## src/oss_cfg.svh

```systemverilog
/*
  Constants of the clock source select and switch block: register offsets,
  field positions, reset values and counts.
  Assumes inclusion by bare name from the package and the design module.
*/
`ifndef OSS_CFG_SVH
`define OSS_CFG_SVH

// Byte addresses on the register bus.
`define OSS_TRIM_OFFSET     12'h038
`define OSS_STATUS_OFFSET   12'h03C
`define OSS_CONFIG_OFFSET   12'h040

// Reset values.
`define OSS_TRIM_RESET      8'h80
`define OSS_CONFIG_RESET    3'h0

// Field positions in the status and configuration words.
`define OSS_ST_ENGAGED_BIT  0
`define OSS_ST_ENABLE_BIT   1
`define OSS_CF_SEL_LSB      0
`define OSS_CF_SEL_MSB      1
`define OSS_CF_PINCLK_BIT   2

// Rising edges of the external source needed before switching.
`define OSS_EDGE_COUNT      2'h2

`endif

```

## src/oss_pkg.sv

```systemverilog
/*
  Types of the clock source select and switch block.
  Assumes the constants header is available for inclusion.
*/
`include "oss_cfg.svh"

package oss_pkg;

  // Source codes as held in the two select bits.
  typedef enum logic [1:0] {
    SRC_INTERNAL = 2'h0,
    SRC_EXTCLK   = 2'h1,
    SRC_RC       = 2'h2,
    SRC_CRYSTAL  = 2'h3
  } oss_src_t;

  // Switch sequencer states, one-hot.
  typedef enum logic [3:0] {
    ST_INT   = 4'h1,
    ST_EDGES = 4'h2,
    ST_ALIGN = 4'h4,
    ST_EXT   = 4'h8
  } oss_state_t;

endpackage : oss_pkg

```

## src/oss_switch.sv

```systemverilog
/*
  Clock source select and glitch-free switch with its AHB-Lite register slave.
  Assumes all source clocks and the shared pin arrive asynchronously and are
  sampled on the 25 MHz system clock; mode inputs come from logic on that clock.
*/
// The AHB-Lite interface to the registers was chosen for this implementation.
`timescale 1ns/1ps
`default_nettype none
`include "oss_cfg.svh"

// Overview of operation
// [RULE1] Trim register returns to hexadecimal 80 on every reset.
// [RULE2] Trim value steers the internal oscillator period around the midpoint.
// [RULE3] Software may copy the factory trim byte into the trim register.
// [RULE4] Two select bits choose internal, external clock, RC or crystal.
// [RULE5] Software programs the select bits and waits before enabling.
// [RULE6] Software may precharge a crystal by driving the output pin high.
// [RULE7] Two rising edges of the external source are counted before switching.
// [RULE8] The move to the external source makes no glitch or short pulse.
// [RULE9] Engaged status sets first; the internal oscillator stops afterwards.
// [RULE10] Internal oscillator returns only on reset; no fallback monitoring.
// [RULE11] External generator enable is read-write and cleared by reset.
// [RULE12] Enable is ignored in monitor bypass and both test modes.
// [RULE13] Engaged status is read-only, one while an external source drives.
// [RULE14] External clock mode uses the input pin directly, halved for double rate.
// [RULE15] Shared pin function follows source and pin clock output enable.
// [RULE16] Quad-rate clock equals the selected source clock.
// [RULE17] Double-rate clock runs at half the quad-rate frequency.
// [RULE18] Oscillator run enable switches the selected oscillator on or off.
// [RULE19] Wait mode leaves both generated clocks running.
// [RULE20] Stop mode halts the source and both generated clocks.
// [RULE21] Debug break state leaves both generated clocks running.
// [RULE22] After reset the internal oscillator drives until a switch completes.
// [RULE23] Enable is registered in the sampling domain before edges are counted.
module oss_switch (
  input  wire logic        clock,
  input  wire logic        rst,
  input  wire logic        hsel,
  input  wire logic [11:0] haddr,
  input  wire logic [1:0]  htrans,
  input  wire logic        hwrite,
  input  wire logic [2:0]  hsize,
  input  wire logic [31:0] hwdata,
  input  wire logic        hready,
  output logic      [31:0] hrdata,
  output logic             hreadyout,
  output logic             hresp,
  input  wire logic        internal_osc_clock,
  input  wire logic        clock_input_pin,
  input  wire logic        rc_osc_clock,
  input  wire logic        crystal_clock,
  input  wire logic        clock_output_pin_in,
  output logic             clock_output_pin_out,
  output logic             clock_output_pin_oe_n,
  input  wire logic        port_a_bit_four_data,
  input  wire logic        port_a_bit_four_dir,
  output logic             port_a_bit_four_in,
  input  wire logic        osc_run_enable,
  input  wire logic        monitor_bypass_mode,
  input  wire logic        test_mode_a,
  input  wire logic        test_mode_b,
  input  wire logic        stop_mode,
  input  wire logic        wait_mode,
  input  wire logic        break_state,
  output logic             quad_rate_clock,
  output logic             double_rate_clock,
  output logic      [7:0]  trim_factor_bits,
  output logic             internal_osc_enable,
  output logic             rc_osc_enable,
  output logic             crystal_osc_enable
);

  localparam int NSRC = 5;

  logic [7:0]             internal_osc_trim_r;
  logic [7:0]             internal_osc_trim_nxt;
  logic                   ext_clock_gen_enable_r;
  logic                   ext_clock_gen_enable_nxt;
  logic [1:0]             clock_source_select_r;
  logic [1:0]             clock_source_select_nxt;
  logic                   pin_clock_out_enable_r;
  logic                   pin_clock_out_enable_nxt;
  logic                   ext_clock_engaged_r;
  logic                   ap_valid_r;
  logic                   ap_write_r;
  logic [11:0]            ap_addr_r;
  logic                   ap_take;
  logic [31:0]            rd_word;
  logic [NSRC-1:0]        raw_in;
  logic [NSRC-1:0]        s1_r;
  logic [NSRC-1:0]        s2_r;
  logic [NSRC-1:0]        s3_r;
  logic [NSRC-1:0]        filt_r;
  oss_pkg::oss_state_t    state_r;
  oss_pkg::oss_state_t    state_nxt;
  oss_pkg::oss_src_t      active_src_r;
  logic                   ext_filt;
  logic                   ext_prev_r;
  logic                   ext_rise;
  logic [1:0]             edge_cnt_r;
  logic                   enable_seen_r;
  logic                   mode_block;
  logic                   src_level;
  logic                   quad_nxt;
  logic                   pin_out_nxt;
  logic                   pin_oe_n_nxt;

  // Incoming source clocks and the shared pin as one vector for sampling.
  assign raw_in = {clock_output_pin_in, crystal_clock, rc_osc_clock,
                   clock_input_pin, internal_osc_clock};

  // Three-stage sampler per input; the filtered level moves when stages two and three agree.
  for (genvar i = 0; i < NSRC; i++) begin : g_sync
    always_ff @(posedge clock) begin
      if (rst) begin
        s1_r[i]   <= 1'b0;
        s2_r[i]   <= 1'b0;
        s3_r[i]   <= 1'b0;
        filt_r[i] <= 1'b0;
      end else begin
        s1_r[i] <= raw_in[i];
        s2_r[i] <= s1_r[i];
        s3_r[i] <= s2_r[i];
        if (s2_r[i] == s3_r[i]) begin
          filt_r[i] <= s3_r[i];
        end
      end
    end
  end

  // Address phase is taken when the bus is ready, this slave is selected and htrans[1] marks an active transfer.
  assign ap_take = hready & hsel & htrans[1];

  always_ff @(posedge clock) begin
    if (rst) begin
      ap_valid_r <= 1'b0;
      ap_write_r <= 1'b0;
      ap_addr_r  <= 12'h000;
    end else if (hready) begin
      ap_valid_r <= ap_take;
      ap_write_r <= hwrite;
      ap_addr_r  <= haddr;
    end
  end

  // Data-phase writes into the register next values; unmapped offsets are ignored.
  always_comb begin
    internal_osc_trim_nxt    = internal_osc_trim_r;
    ext_clock_gen_enable_nxt = ext_clock_gen_enable_r;
    clock_source_select_nxt  = clock_source_select_r;
    pin_clock_out_enable_nxt = pin_clock_out_enable_r;
    if (ap_valid_r && ap_write_r) begin
      unique case (ap_addr_r)
        // [RULE3] Factory trim copy.
        `OSS_TRIM_OFFSET: internal_osc_trim_nxt = hwdata[7:0];
        // [RULE11] Enable writable by software.
        `OSS_STATUS_OFFSET: ext_clock_gen_enable_nxt = hwdata[`OSS_ST_ENABLE_BIT];
        `OSS_CONFIG_OFFSET: begin
          clock_source_select_nxt  = hwdata[`OSS_CF_SEL_MSB:`OSS_CF_SEL_LSB];
          pin_clock_out_enable_nxt = hwdata[`OSS_CF_PINCLK_BIT];
        end
        default: ;
      endcase
    end
  end

  // [RULE1] Trim reset value.
  always_ff @(posedge clock) begin
    if (rst) begin
      internal_osc_trim_r <= `OSS_TRIM_RESET;
    end else begin
      internal_osc_trim_r <= internal_osc_trim_nxt;
    end
  end

  // [RULE11] Enable cleared by reset.
  always_ff @(posedge clock) begin
    if (rst) begin
      ext_clock_gen_enable_r <= 1'b0;
    end else begin
      ext_clock_gen_enable_r <= ext_clock_gen_enable_nxt;
    end
  end

  // [RULE4] Source select bits.
  always_ff @(posedge clock) begin
    if (rst) begin
      {pin_clock_out_enable_r, clock_source_select_r} <= `OSS_CONFIG_RESET;
    end else begin
      clock_source_select_r  <= clock_source_select_nxt;
      pin_clock_out_enable_r <= pin_clock_out_enable_nxt;
    end
  end

  // Read word built from next values, so a read right after a write sees the new data.
  always_comb begin
    rd_word = 32'h0000_0000;
    unique case (haddr)
      `OSS_TRIM_OFFSET: rd_word[7:0] = internal_osc_trim_nxt;
      `OSS_STATUS_OFFSET: begin
        // [RULE13] Engaged bit read-only.
        rd_word[`OSS_ST_ENGAGED_BIT] = ext_clock_engaged_r;
        rd_word[`OSS_ST_ENABLE_BIT]  = ext_clock_gen_enable_nxt;
      end
      `OSS_CONFIG_OFFSET: begin
        rd_word[`OSS_CF_SEL_MSB:`OSS_CF_SEL_LSB] = clock_source_select_nxt;
        rd_word[`OSS_CF_PINCLK_BIT]              = pin_clock_out_enable_nxt;
      end
      default: rd_word = 32'h0000_0000;
    endcase
  end

  // Read data is loaded at the address phase and stands through the data phase.
  always_ff @(posedge clock) begin
    if (rst) begin
      hrdata    <= 32'h0000_0000;
      hreadyout <= 1'b1;
      hresp     <= 1'b0;
    end else begin
      if (ap_take && !hwrite) begin
        hrdata <= rd_word;
      end
      hreadyout <= 1'b1;
      hresp     <= 1'b0;
    end
  end

  // [RULE12] Enable ignored in monitor bypass or test modes.
  assign mode_block = monitor_bypass_mode | test_mode_a | test_mode_b;

  // [RULE23] Enable registered beside the sampled source before counting.
  always_ff @(posedge clock) begin
    if (rst) begin
      enable_seen_r <= 1'b0;
    end else begin
      enable_seen_r <= ext_clock_gen_enable_r & ~mode_block &
                       (clock_source_select_r != oss_pkg::SRC_INTERNAL);
    end
  end

  // Filtered level of the external source that is being brought in.
  always_comb begin
    unique case (active_src_r)
      oss_pkg::SRC_EXTCLK:  ext_filt = filt_r[1];
      oss_pkg::SRC_RC:      ext_filt = filt_r[2];
      oss_pkg::SRC_CRYSTAL: ext_filt = filt_r[3];
      default:              ext_filt = 1'b0;
    endcase
  end

  assign ext_rise = ext_filt & ~ext_prev_r;

  // Switch sequencer; only reset brings the internal source back.
  always_comb begin
    state_nxt = state_r;
    unique case (state_r)
      oss_pkg::ST_INT: begin
        if (enable_seen_r) begin
          state_nxt = oss_pkg::ST_EDGES;
        end
      end
      oss_pkg::ST_EDGES: begin
        // [RULE7] Two rising edges counted.
        if (ext_rise && edge_cnt_r == `OSS_EDGE_COUNT - 2'h1) begin
          state_nxt = oss_pkg::ST_ALIGN;
        end
      end
      oss_pkg::ST_ALIGN: begin
        // [RULE8] Switch just after the external source falls, while both are low.
        // A fresh fall keeps the external level low for the next cycles as well.
        if (!filt_r[0] && ext_prev_r && !ext_filt && !quad_rate_clock) begin
          state_nxt = oss_pkg::ST_EXT;
        end
      end
      // [RULE10] No return without reset.
      oss_pkg::ST_EXT: state_nxt = oss_pkg::ST_EXT;
    endcase
  end

  // [RULE22] Internal source after reset.
  always_ff @(posedge clock) begin
    if (rst) begin
      state_r <= oss_pkg::ST_INT;
    end else begin
      state_r <= state_nxt;
    end
  end

  // Source captured at the start of a switch and edge counting.
  always_ff @(posedge clock) begin
    if (rst) begin
      active_src_r <= oss_pkg::SRC_INTERNAL;
      edge_cnt_r   <= 2'h0;
      ext_prev_r   <= 1'b0;
    end else begin
      ext_prev_r <= ext_filt;
      if (state_r == oss_pkg::ST_INT) begin
        active_src_r <= oss_pkg::oss_src_t'(clock_source_select_r);
        edge_cnt_r   <= 2'h0;
      end else if (state_r == oss_pkg::ST_EDGES && ext_rise) begin
        edge_cnt_r <= edge_cnt_r + 2'h1;
      end
    end
  end

  // [RULE9] Engaged sets on entry to external; internal enable drops one cycle later.
  always_ff @(posedge clock) begin
    if (rst) begin
      ext_clock_engaged_r <= 1'b0;
    end else begin
      ext_clock_engaged_r <= (state_nxt == oss_pkg::ST_EXT);
    end
  end

  // [RULE18] Run enable gates the selected oscillator.
  always_ff @(posedge clock) begin
    if (rst) begin
      internal_osc_enable <= 1'b1;
      rc_osc_enable       <= 1'b0;
      crystal_osc_enable  <= 1'b0;
    end else begin
      internal_osc_enable <= osc_run_enable & ~stop_mode & ~ext_clock_engaged_r;
      rc_osc_enable       <= osc_run_enable & ~stop_mode &
                             (clock_source_select_r == oss_pkg::SRC_RC);
      crystal_osc_enable  <= osc_run_enable & ~stop_mode &
                             (clock_source_select_r == oss_pkg::SRC_CRYSTAL);
    end
  end

  // [RULE14] External source used directly once engaged.
  assign src_level = ext_clock_engaged_r ? ext_filt : filt_r[0];

  // [RULE20] Stop holds the quad clock low; wait and break do not touch it.
  // [RULE19] [RULE21] Wait and break pass.
  assign quad_nxt = src_level & ~stop_mode & osc_run_enable;

  // [RULE16] Quad-rate clock follows the source.
  always_ff @(posedge clock) begin
    if (rst) begin
      quad_rate_clock <= 1'b0;
    end else begin
      quad_rate_clock <= quad_nxt;
    end
  end

  // [RULE17] Double-rate clock toggles on each quad rising edge.
  always_ff @(posedge clock) begin
    if (rst) begin
      double_rate_clock <= 1'b0;
    end else if (quad_nxt && !quad_rate_clock) begin
      double_rate_clock <= ~double_rate_clock;
    end
  end

  // [RULE2] Trim value handed to the internal oscillator.
  always_ff @(posedge clock) begin
    if (rst) begin
      trim_factor_bits <= `OSS_TRIM_RESET;
    end else begin
      trim_factor_bits <= internal_osc_trim_r;
    end
  end

  // [RULE15] Shared pin function by source and pin clock output enable.
  always_comb begin
    pin_out_nxt  = port_a_bit_four_data;
    pin_oe_n_nxt = ~port_a_bit_four_dir;
    unique case (oss_pkg::oss_src_t'(clock_source_select_r))
      oss_pkg::SRC_CRYSTAL: begin
        pin_out_nxt  = ~filt_r[1];
        pin_oe_n_nxt = 1'b0;
      end
      oss_pkg::SRC_EXTCLK: ;
      default: begin
        if (pin_clock_out_enable_r) begin
          pin_out_nxt  = quad_nxt;
          pin_oe_n_nxt = 1'b0;
        end
      end
    endcase
  end

  always_ff @(posedge clock) begin
    if (rst) begin
      clock_output_pin_out  <= 1'b0;
      clock_output_pin_oe_n <= 1'b1;
      port_a_bit_four_in    <= 1'b0;
    end else begin
      clock_output_pin_out  <= pin_out_nxt;
      clock_output_pin_oe_n <= pin_oe_n_nxt;
      port_a_bit_four_in    <= filt_r[4];
    end
  end
endmodule : oss_switch

`default_nettype wire
```

## config.mk

```make
export PLATFORM = sky130hd
export DESIGN_NAME = oss_switch
export DESIGN_NICKNAME = d
export VERILOG_FILES = /design/src/oss_pkg.sv /design/src/oss_switch.sv
export VERILOG_INCLUDE_DIRS = /design/src
export SDC_FILE = /design/constraint.sdc
export NUM_CORES = 1
export LEC_CHECK = 0
export BUFFER_PORTS_ARGS = -buffer_cell sky130_fd_sc_hd__buf_2
export CORE_MARGIN = 2
export CORE_UTILIZATION = 44
export DETAILED_ROUTE_END_ITERATION = 8
export HOLD_SLACK_MARGIN = 0.02
export PLACE_DENSITY = 0.86
export SYNTH_ARGS = -nofsm -noshare
export SYNTH_HDL_FRONTEND = slang
export SYNTH_SLANG_ARGS = --single-unit
```

## constraint.sdc

```tcl
create_clock -name clock -period 2.2 [get_ports clock]
set_clock_uncertainty 0.2 [all_clocks]
set_input_delay 0.44 -clock clock [delete_from_list [all_inputs] [get_ports clock]]
set_output_delay 0.44 -clock clock [all_outputs]
set_load 0.005 [all_outputs]
```

==> impl_metrics.csv, run 1 <==
group,metric,value,unit
critical_path,ff2ff_path_depth,6,
cells_and_area,utilization,54.9,%
global_route,grt_max_degree,38,
yosys,syn_area,3120,um^2
cts,cts_root_buffer,"clkbuf_8",
global_route,grt_pass1_vias,2100,
cts,cts_tree,"yes",
die,die-height,88.2,um
min_path,min_path_cells,2,
sta,rsz0062_at_grt,"no",
critical_path,worstReg2RegStart,"ap_addr_r[2]$_SDFFE_PP0P_",
sta,fin_crit,2.11,ns
critical_path,critical_path.startpoint,"haddr[10]",
drt,ant_nets,0,
min_path,min_from,"test_mode_a",
sta,hold_viol,0,
cells_and_area,drive_above_1_share,27.5,%
critical_path,end_kind,"flop",
cts,htreeDepth,3,
drt,drt_iter0_drc,98,
yosys,yosys_warnings,0,
place,pre_cts_ws,-0.251,ns
pwr,p_leak,0.00164,uW
die,start_util,45.7,%
drt,drc_errors,0,
yosys,synth_edf_count,0,
critical_path,path_max_fanout,5,
critical_path,crit_required,2.23,ns
sta,whs,0.0440,ns
place,place.port_buffers,61,
cts,ctsLongestPathBuffers,2,
cts,clkTransAtPathRegs,0.08,ns
yosys,syn_avg_cell_area,9.97,um^2
die,coreArea,6830,um^2
drt,vias_per_cell,4.69,
place,dp_hpwl,4550,um
yosys,ys_seq_elements,81,
cells_and_area,fin_nets,457,
pwr,ir_drop,393,uV
flow_run,drv_cap,0,
sta,timing.final.crit_share,95.8,%
yosys,synth_cells,313,
cells_and_area,diodes,0,
outcome,status,"finished clean",
cells_and_area,fillerInstances,636,
cts,clk-insertion-delay-late,0.35,ns
die,io_pins,118,
sta,fmax,0.475,GHz
yosys,seq_area_frac_synth,51.9,%
sta,final_max_slew_viol_count,0,
cts,cts-buffers-inserted,9,
sta,layout_setup_ws,0.0928,ns
place,place.gp.congestion,0.906,
die,dieArea,7780,um^2
cts,clock-sinks,81,
yosys,yosysUniqueCellTypes,48,
die,die_w,88.2,um
min_path,hold_class,"in2reg",
drt,num_vias,2295,
cells_and_area,area_growth,20.2,%
pwr,power_density,728,nW/um^2
die,rows,30,
drt,avgRoutedWirePerCell,12.5,um
yosys,synthArstFlopShare,0,%
critical_path,critPathKind,"in2reg",
global_route,gr-total-overflow,0,
drt,dr.pass1.iters,4,
global_route,grt_first_pass_wirelength,9590,um
global_route,track_usage,15.9,%
sta,setup_viol_count_final,0,
critical_path,startpoint_type,"input pin",
yosys,ys.flop_type,"dfxtp_1",
critical_path,crit_arrival,2.13,ns
drt,detail_route.wirelength,6120,um
cts,postCtsSetupRepairBufs,0,
global_route,antenna_found_initial,0,
metal layers:
metal	global-route usage (%)	vias to the layer above	part of all wire [%]
met5	0	-	0
met1	19.9	1044	46
met3	3.64	13	5.7
li1	-	1177	-
met4	7.44	0	1.5
met2	26.2	61	47
synthesized netlist by cell type, drive strengths merged, types with 2 or more instances:
cell type,n,area (um^2)
a211oi,2,15.0
a21oi,10,50.1
a22o,4,40.0
and2,3,18.8
and4,2,17.5
and4b,2,20.0
buf,33,229
clkbuf,6,22.5
conb,2,7.51
dfxtp,81,1620
inv,5,18.8
mux2,2,22.5
mux2i,28,280
nand2,18,67.6
nand2b,2,12.5
nand3,2,10.0
nand4,2,12.5
nand4b,2,17.5
nor2,33,124
nor2b,24,150
nor3,3,15.0
nor4,6,43.8
nor4b,4,35.0
o21ai,12,60.1
o31ai,2,15.0
or3,3,20.0
or4,2,15.0
xnor2,2,17.5
critical path, cell delays in order:
cell and delay [ns]:
buf_2 0.10, or4_1 0.59, or3_1 0.48, buf_4 0.17, o41ai_1 0.34
cell type report:
class | instances | area (um^2) | share of cell area, %
flip-flops and latches | 81 | 1620 | 43.2
multi-input cells | 212 | 1340 | 35.8
repair buffers | 79 | 453 | 12.1
clock buffers | 11 | 141 | 3.77
well taps | 96 | 120 | 3.20
clock inverters | 5 | 55.1 | 1.47
inverters | 5 | 18.8 | 0.500
stage by stage:
| step | cells | area (um^2) | TNS, ns | power [uW] |
|---|---|---|---|---|
| floorplan | 337 | 3220 | -0.0393 | 1650 |
| global placement | 473 | 3540 | -0.720 | 1690 |
| detailed placement | 473 | 3540 | -1.06 | 1700 |
| CTS | 489 | 3730 | 0 | 2750 |
| global route | 489 | 3750 | 0 | 2840 |
| finish | 489 | 3750 | 0 | 2730 |
worst paths after layout:
kind / end / slack [ns]
setup / recovery: hrdata[1]$_SDFFE_PP0P_ / 0.09
hold / removal: enable_seen_r$_SDFF_PP0_ / 0.04
setup reg to reg: hrdata[6]$_SDFFE_PP0P_ / 0.14
hold reg to reg: s2_r[0]$_SDFF_PP0_ / 0.24
state kept, by name (all words and copies together) (netlist names), 4 cells and up:
signal               flops
ap_addr_r               12
hrdata                   8
internal_osc_trim_r      8
trim_factor_bits         8
filt_r                   5
s1_r                     5
s2_r                     5
s3_r                     5
state_r                  4
cells by family after synthesis:
logic type	Yosys count	share of synthesized area (%)
AND/OR/NAND/NOR	110	19.1
other	2	0.241
XOR/XNOR	3	0.842
AO/OA/AOI/OAI	42	9.14
flip-flops	81	51.9
adder cells (fa/ha/maj)	1	0.401
buffers and inverters	44	8.66
multiplexers	30	9.70
report_power, final:
part | leakage, uW | switching [uW] | internal, uW
Sequential | 0.000659 | 15.9 | 1490
Combinational | 0.000881 | 82.0 | 74.7
Clock | 0.0000953 | 514 | 551
Total | 0.00164 | 612 | 2120
cells in the final DEF (no fill, tap or decap), types with 3 or more instances in the layout:
cell type | netlist | routed
dfxtp_1 | 81 | 81
buf_2 | 3 | 61
nor2_1 | 33 | 33
mux2i_1 | 28 | 28
conb_1 | 2 | 26
nor2b_1 | 24 | 24
nand2_1 | 18 | 18
buf_4 | 27 | 17
o21ai_0 | 12 | 12
a21oi_1 | 10 | 10
clkbuf_8 | 0 | 10
inv_1 | 5 | 5
nor4_1 | 5 | 4
nor4b_1 | 4 | 4
a22o_2 | 4 | 4
and2_1 | 3 | 3
what timing repair did:
action	4_1_cts	5_1_grt
resized for setup	0	3
endpoints found under the hold margin	0	0
endpoints found under the setup margin	0	7
hold buffers	0	0
Power figures use the tool's default switching activity.
==> run 2: changes to the inputs <==
ABC_AREA = 1   (was unset)
CORE_UTILIZATION = 45   (was 44)
==> run 2 against run 1 <==
- non-clock buffer count fell by 15
- worst hold slack worse by 0.0022 ns
- register-to-register slack improved by 0.51 ns
- area after synthesis is 9.1% higher
- utilization is 0.82 points lower
- critical path depth is 4 higher
==> impl_metrics.csv, run 2 <==
group,metric,value,unit
sta,tns,0,ns
die,io_pins,118,
critical_path,crit_required,2.29,ns
yosys,seq_area_frac_synth,47.6,%
yosys,syn_avg_cell_area,7.50,um^2
drt,vias_per_cell,4.60,
yosys,ys.flop_type,"dfxtp_1",
pwr,comb_power_share,5.9,%
global_route,grt_pass1_vias,2686,
yosys,synth_area_leaders,"dfxtp_1 48%, inv_1 7.9%, nor2_1 7.4%",
critical_path,worstReg2RegStart,"ap_addr_r[0]$_SDFFE_PP0P_",
sta,fmax,0.647,GHz
critical_path,path_max_fanout,4,
yosys,synth_cells,454,
critical_path,crit_buf_inv,0,
drt,drc_errors,0,
pwr,switching_share,23.8,%
sta,final_max_slew_viol_count,0,
yosys,ys_seq_elements,81,
critical_path,critical_path.startpoint,"ap_addr_r[0]$_SDFFE_PP0P_",
yosys,yosysMostFrequentCell,"dfxtp_1",
global_route,grt_max_degree,43,
critical_path,critPathMaxStageDelay,0.32,ns
critical_path,end_kind,"flop",
min_path,min_path_cells,2,
yosys,syn_area,3400,um^2
cts,clock-sinks,81,
cts,ctsLongestPathBuffers,2,
cells_and_area,diodes,0,
sta,timing.final.crit_share,70.3,%
cells_and_area,largest_reg_flops,12,
critical_path,cpMostUsedCell,"nand2_1",
pwr,p_switching,689,uW
sta,rsz0062_at_grt,"no",
cells_and_area,area_growth,15.8,%
cts,cts_root_buffer,"clkbuf_8",
pwr,p_clk_share,41.8,%
pwr,p_seq_share,52.3,%
cts,htreeDepth,3,
sta,hold_viol,0,
critical_path,ff2ff_path_depth,9,
cells_and_area,top_register,"ap_addr_r",
cts,holdBufCountCts,0,
place,place.gp.congestion,0.863,
yosys,synth_top_area_share,47.6,%
cts,cts_resized,0,
min_path,hold_class,"in2reg",
place,place.port_buffers,61,
cts,cts-buffers-inserted,9,
critical_path,cp_slowest_cell,"dfxtp_1",
yosys,yosys_warnings,0,
critical_path,crit_arrival,1.64,ns
cells_and_area,fin_nets,585,
yosys,synthArstFlopShare,0,%
critical_path,regToRegSetupSlack,0.65,ns
critical_path,critPathKind,"reg2reg",
cells_and_area,utilization,54.1,%
global_route,antenna_found_initial,0,
global_route,track_usage,16.8,%
drt,drt_iter0_drc,160,
place,dp_hpwl,5050,um
global_route,gr-total-overflow,0,
sta,fin_crit,1.55,ns
cts,clkTransAtPathRegs,0.09,ns
yosys,yosysUniqueCellTypes,30,
critical_path,startpoint_type,"flop",
global_route,grt_first_pass_wirelength,11200,um
global_route,met2_usage,27.8,%
die,dieArea,8280,um^2
die,die-height,91.0,um
global_route,gr-max-usage-layer,"met2",
critical_path,crit_path_end,"hrdata[0]$_SDFFE_PP0P_",
pwr,power_density,734,nW/um^2
pwr,p_leak,0.00185,uW
cells_and_area,drive_above_1_share,20.2,%
cells_and_area,final_common_cell,"dfxtp_1",
pwr,ir_drop,364,uV
outcome,status,"finished clean",
global_route,met3_usage,5.89,%
die,start_util,46.7,%
yosys,synth_edf_count,0,
die,coreArea,7290,um^2
pwr,internal_power,2210,uW
drt,detail_route.wirelength,6810,um
sta,setup_viol_count_final,0,
critical_path,crit_family,"simple AND/OR/NAND/NOR gates",
critical_path,crit_cells,9,
die,rows,31,
yosys,synth_area_leader_cell,"dfxtp_1",
flow_run,drv_cap,0,
critical_path,crit_chain,"nor2_2 -> nand2_1 -> nor2_2 -> nand2_2 -> nand2_1 -> nand3_1 -> nand3_1 -> nand2_1 -> a21oi_2",
drt,ant_nets,0,
drt,num_vias,2854,
drt,dr.pass1.iters,4,
cells_and_area,final_cell_mix,"81 x dfxtp_1, 72 x inv_1, 67 x nor2_1",
cts,clk-insertion-delay-late,0.35,ns
drt,avgRoutedWirePerCell,11.0,um
yosys,synth.top_cells.by_count,"81 x dfxtp_1, 72 x inv_1, 67 x nor2_1",
cts,cts_tree,"yes",
global_route,grt.met1_usage,19.5,%
die,die_w,91.0,um
critical_path,r2r-end,"hrdata[0]$_SDFFE_PP0P_",
cts,postCtsSetupRepairBufs,0,
## run 2: changes by cell type after synthesis, moves of 13 or more
cell     previous run  this run
o21ai_0            12        25
inv_1               5        72
nand3_1             2        34
nand2_1            18        51
nor2b_1            24         0
nor2_1             33        67
a21oi_1            10        25
mux2i_1            28         0
## run 2: worst min-delay path by stage
stage / from / end / slack [ns]
after detailed placement: s1_r[0]$_SDFF_PP0_ / s2_r[0]$_SDFF_PP0_ / 0.20
after floorplan: s1_r[0]$_SDFF_PP0_ / s2_r[0]$_SDFF_PP0_ / 0.19
after CTS: monitor_bypass_mode / enable_seen_r$_SDFF_PP0_ / 0.03
final: monitor_bypass_mode / enable_seen_r$_SDFF_PP0_ / 0.04
after global placement: s1_r[0]$_SDFF_PP0_ / s2_r[0]$_SDFF_PP0_ / 0.19
after global routing: monitor_bypass_mode / enable_seen_r$_SDFF_PP0_ / 0.02
## run 2: power by group through the flow
stage,logic [uW],clock network (uW),registers [uW]
2_1_floorplan,138,0,1550
3_3_place_gp,166,0,1550
3_5_place_dp,170,0,1550
4_1_cts,172,1230,1510
5_1_grt,194,1290,1520
6_report,171,1210,1520
## run 2: cell families after synthesis
group           count (synthesis)  synth area share, %
simple gates                  189                 25.3
buf+inv                       112                 15.3
flops                          81                 47.6
compound gates                 67                 10.6
xor+xnor                        2                0.515
other cells                     2                0.221
fa+ha+maj                       1                0.367
## run 2: cell type report
type | instances | area (um^2)
Multi-Input combinational cell | 285 | 1350
Sequential cell | 81 | 1620
Timing Repair Buffer | 64 | 340
Clock buffer | 9 | 124
Tap cell | 99 | 124
Fill cell | 700 | 3350
Clock inverter | 7 | 101
Inverter | 75 | 282
## run 2: through the flow
stage	setup WS [ns]	std cells	total power, uW	instance area (um^2)	hold WS [ns]
detailed placement	0.442	604	1720	3720	0.197
CTS	0.631	620	2920	3940	0.0270
global placement	0.468	604	1710	3720	0.193
global route	0.517	620	3010	3940	0.0223
floorplan	0.716	478	1680	3490	0.188
finish	0.654	620	2900	3940	0.0418
## run 2: layer usage
layer  part of all wire (%)  routed length (um)
met2                     49                3370
met5                      0                   0
met3                    5.9                 401
met1                     44                2970
met4                    1.1                  76
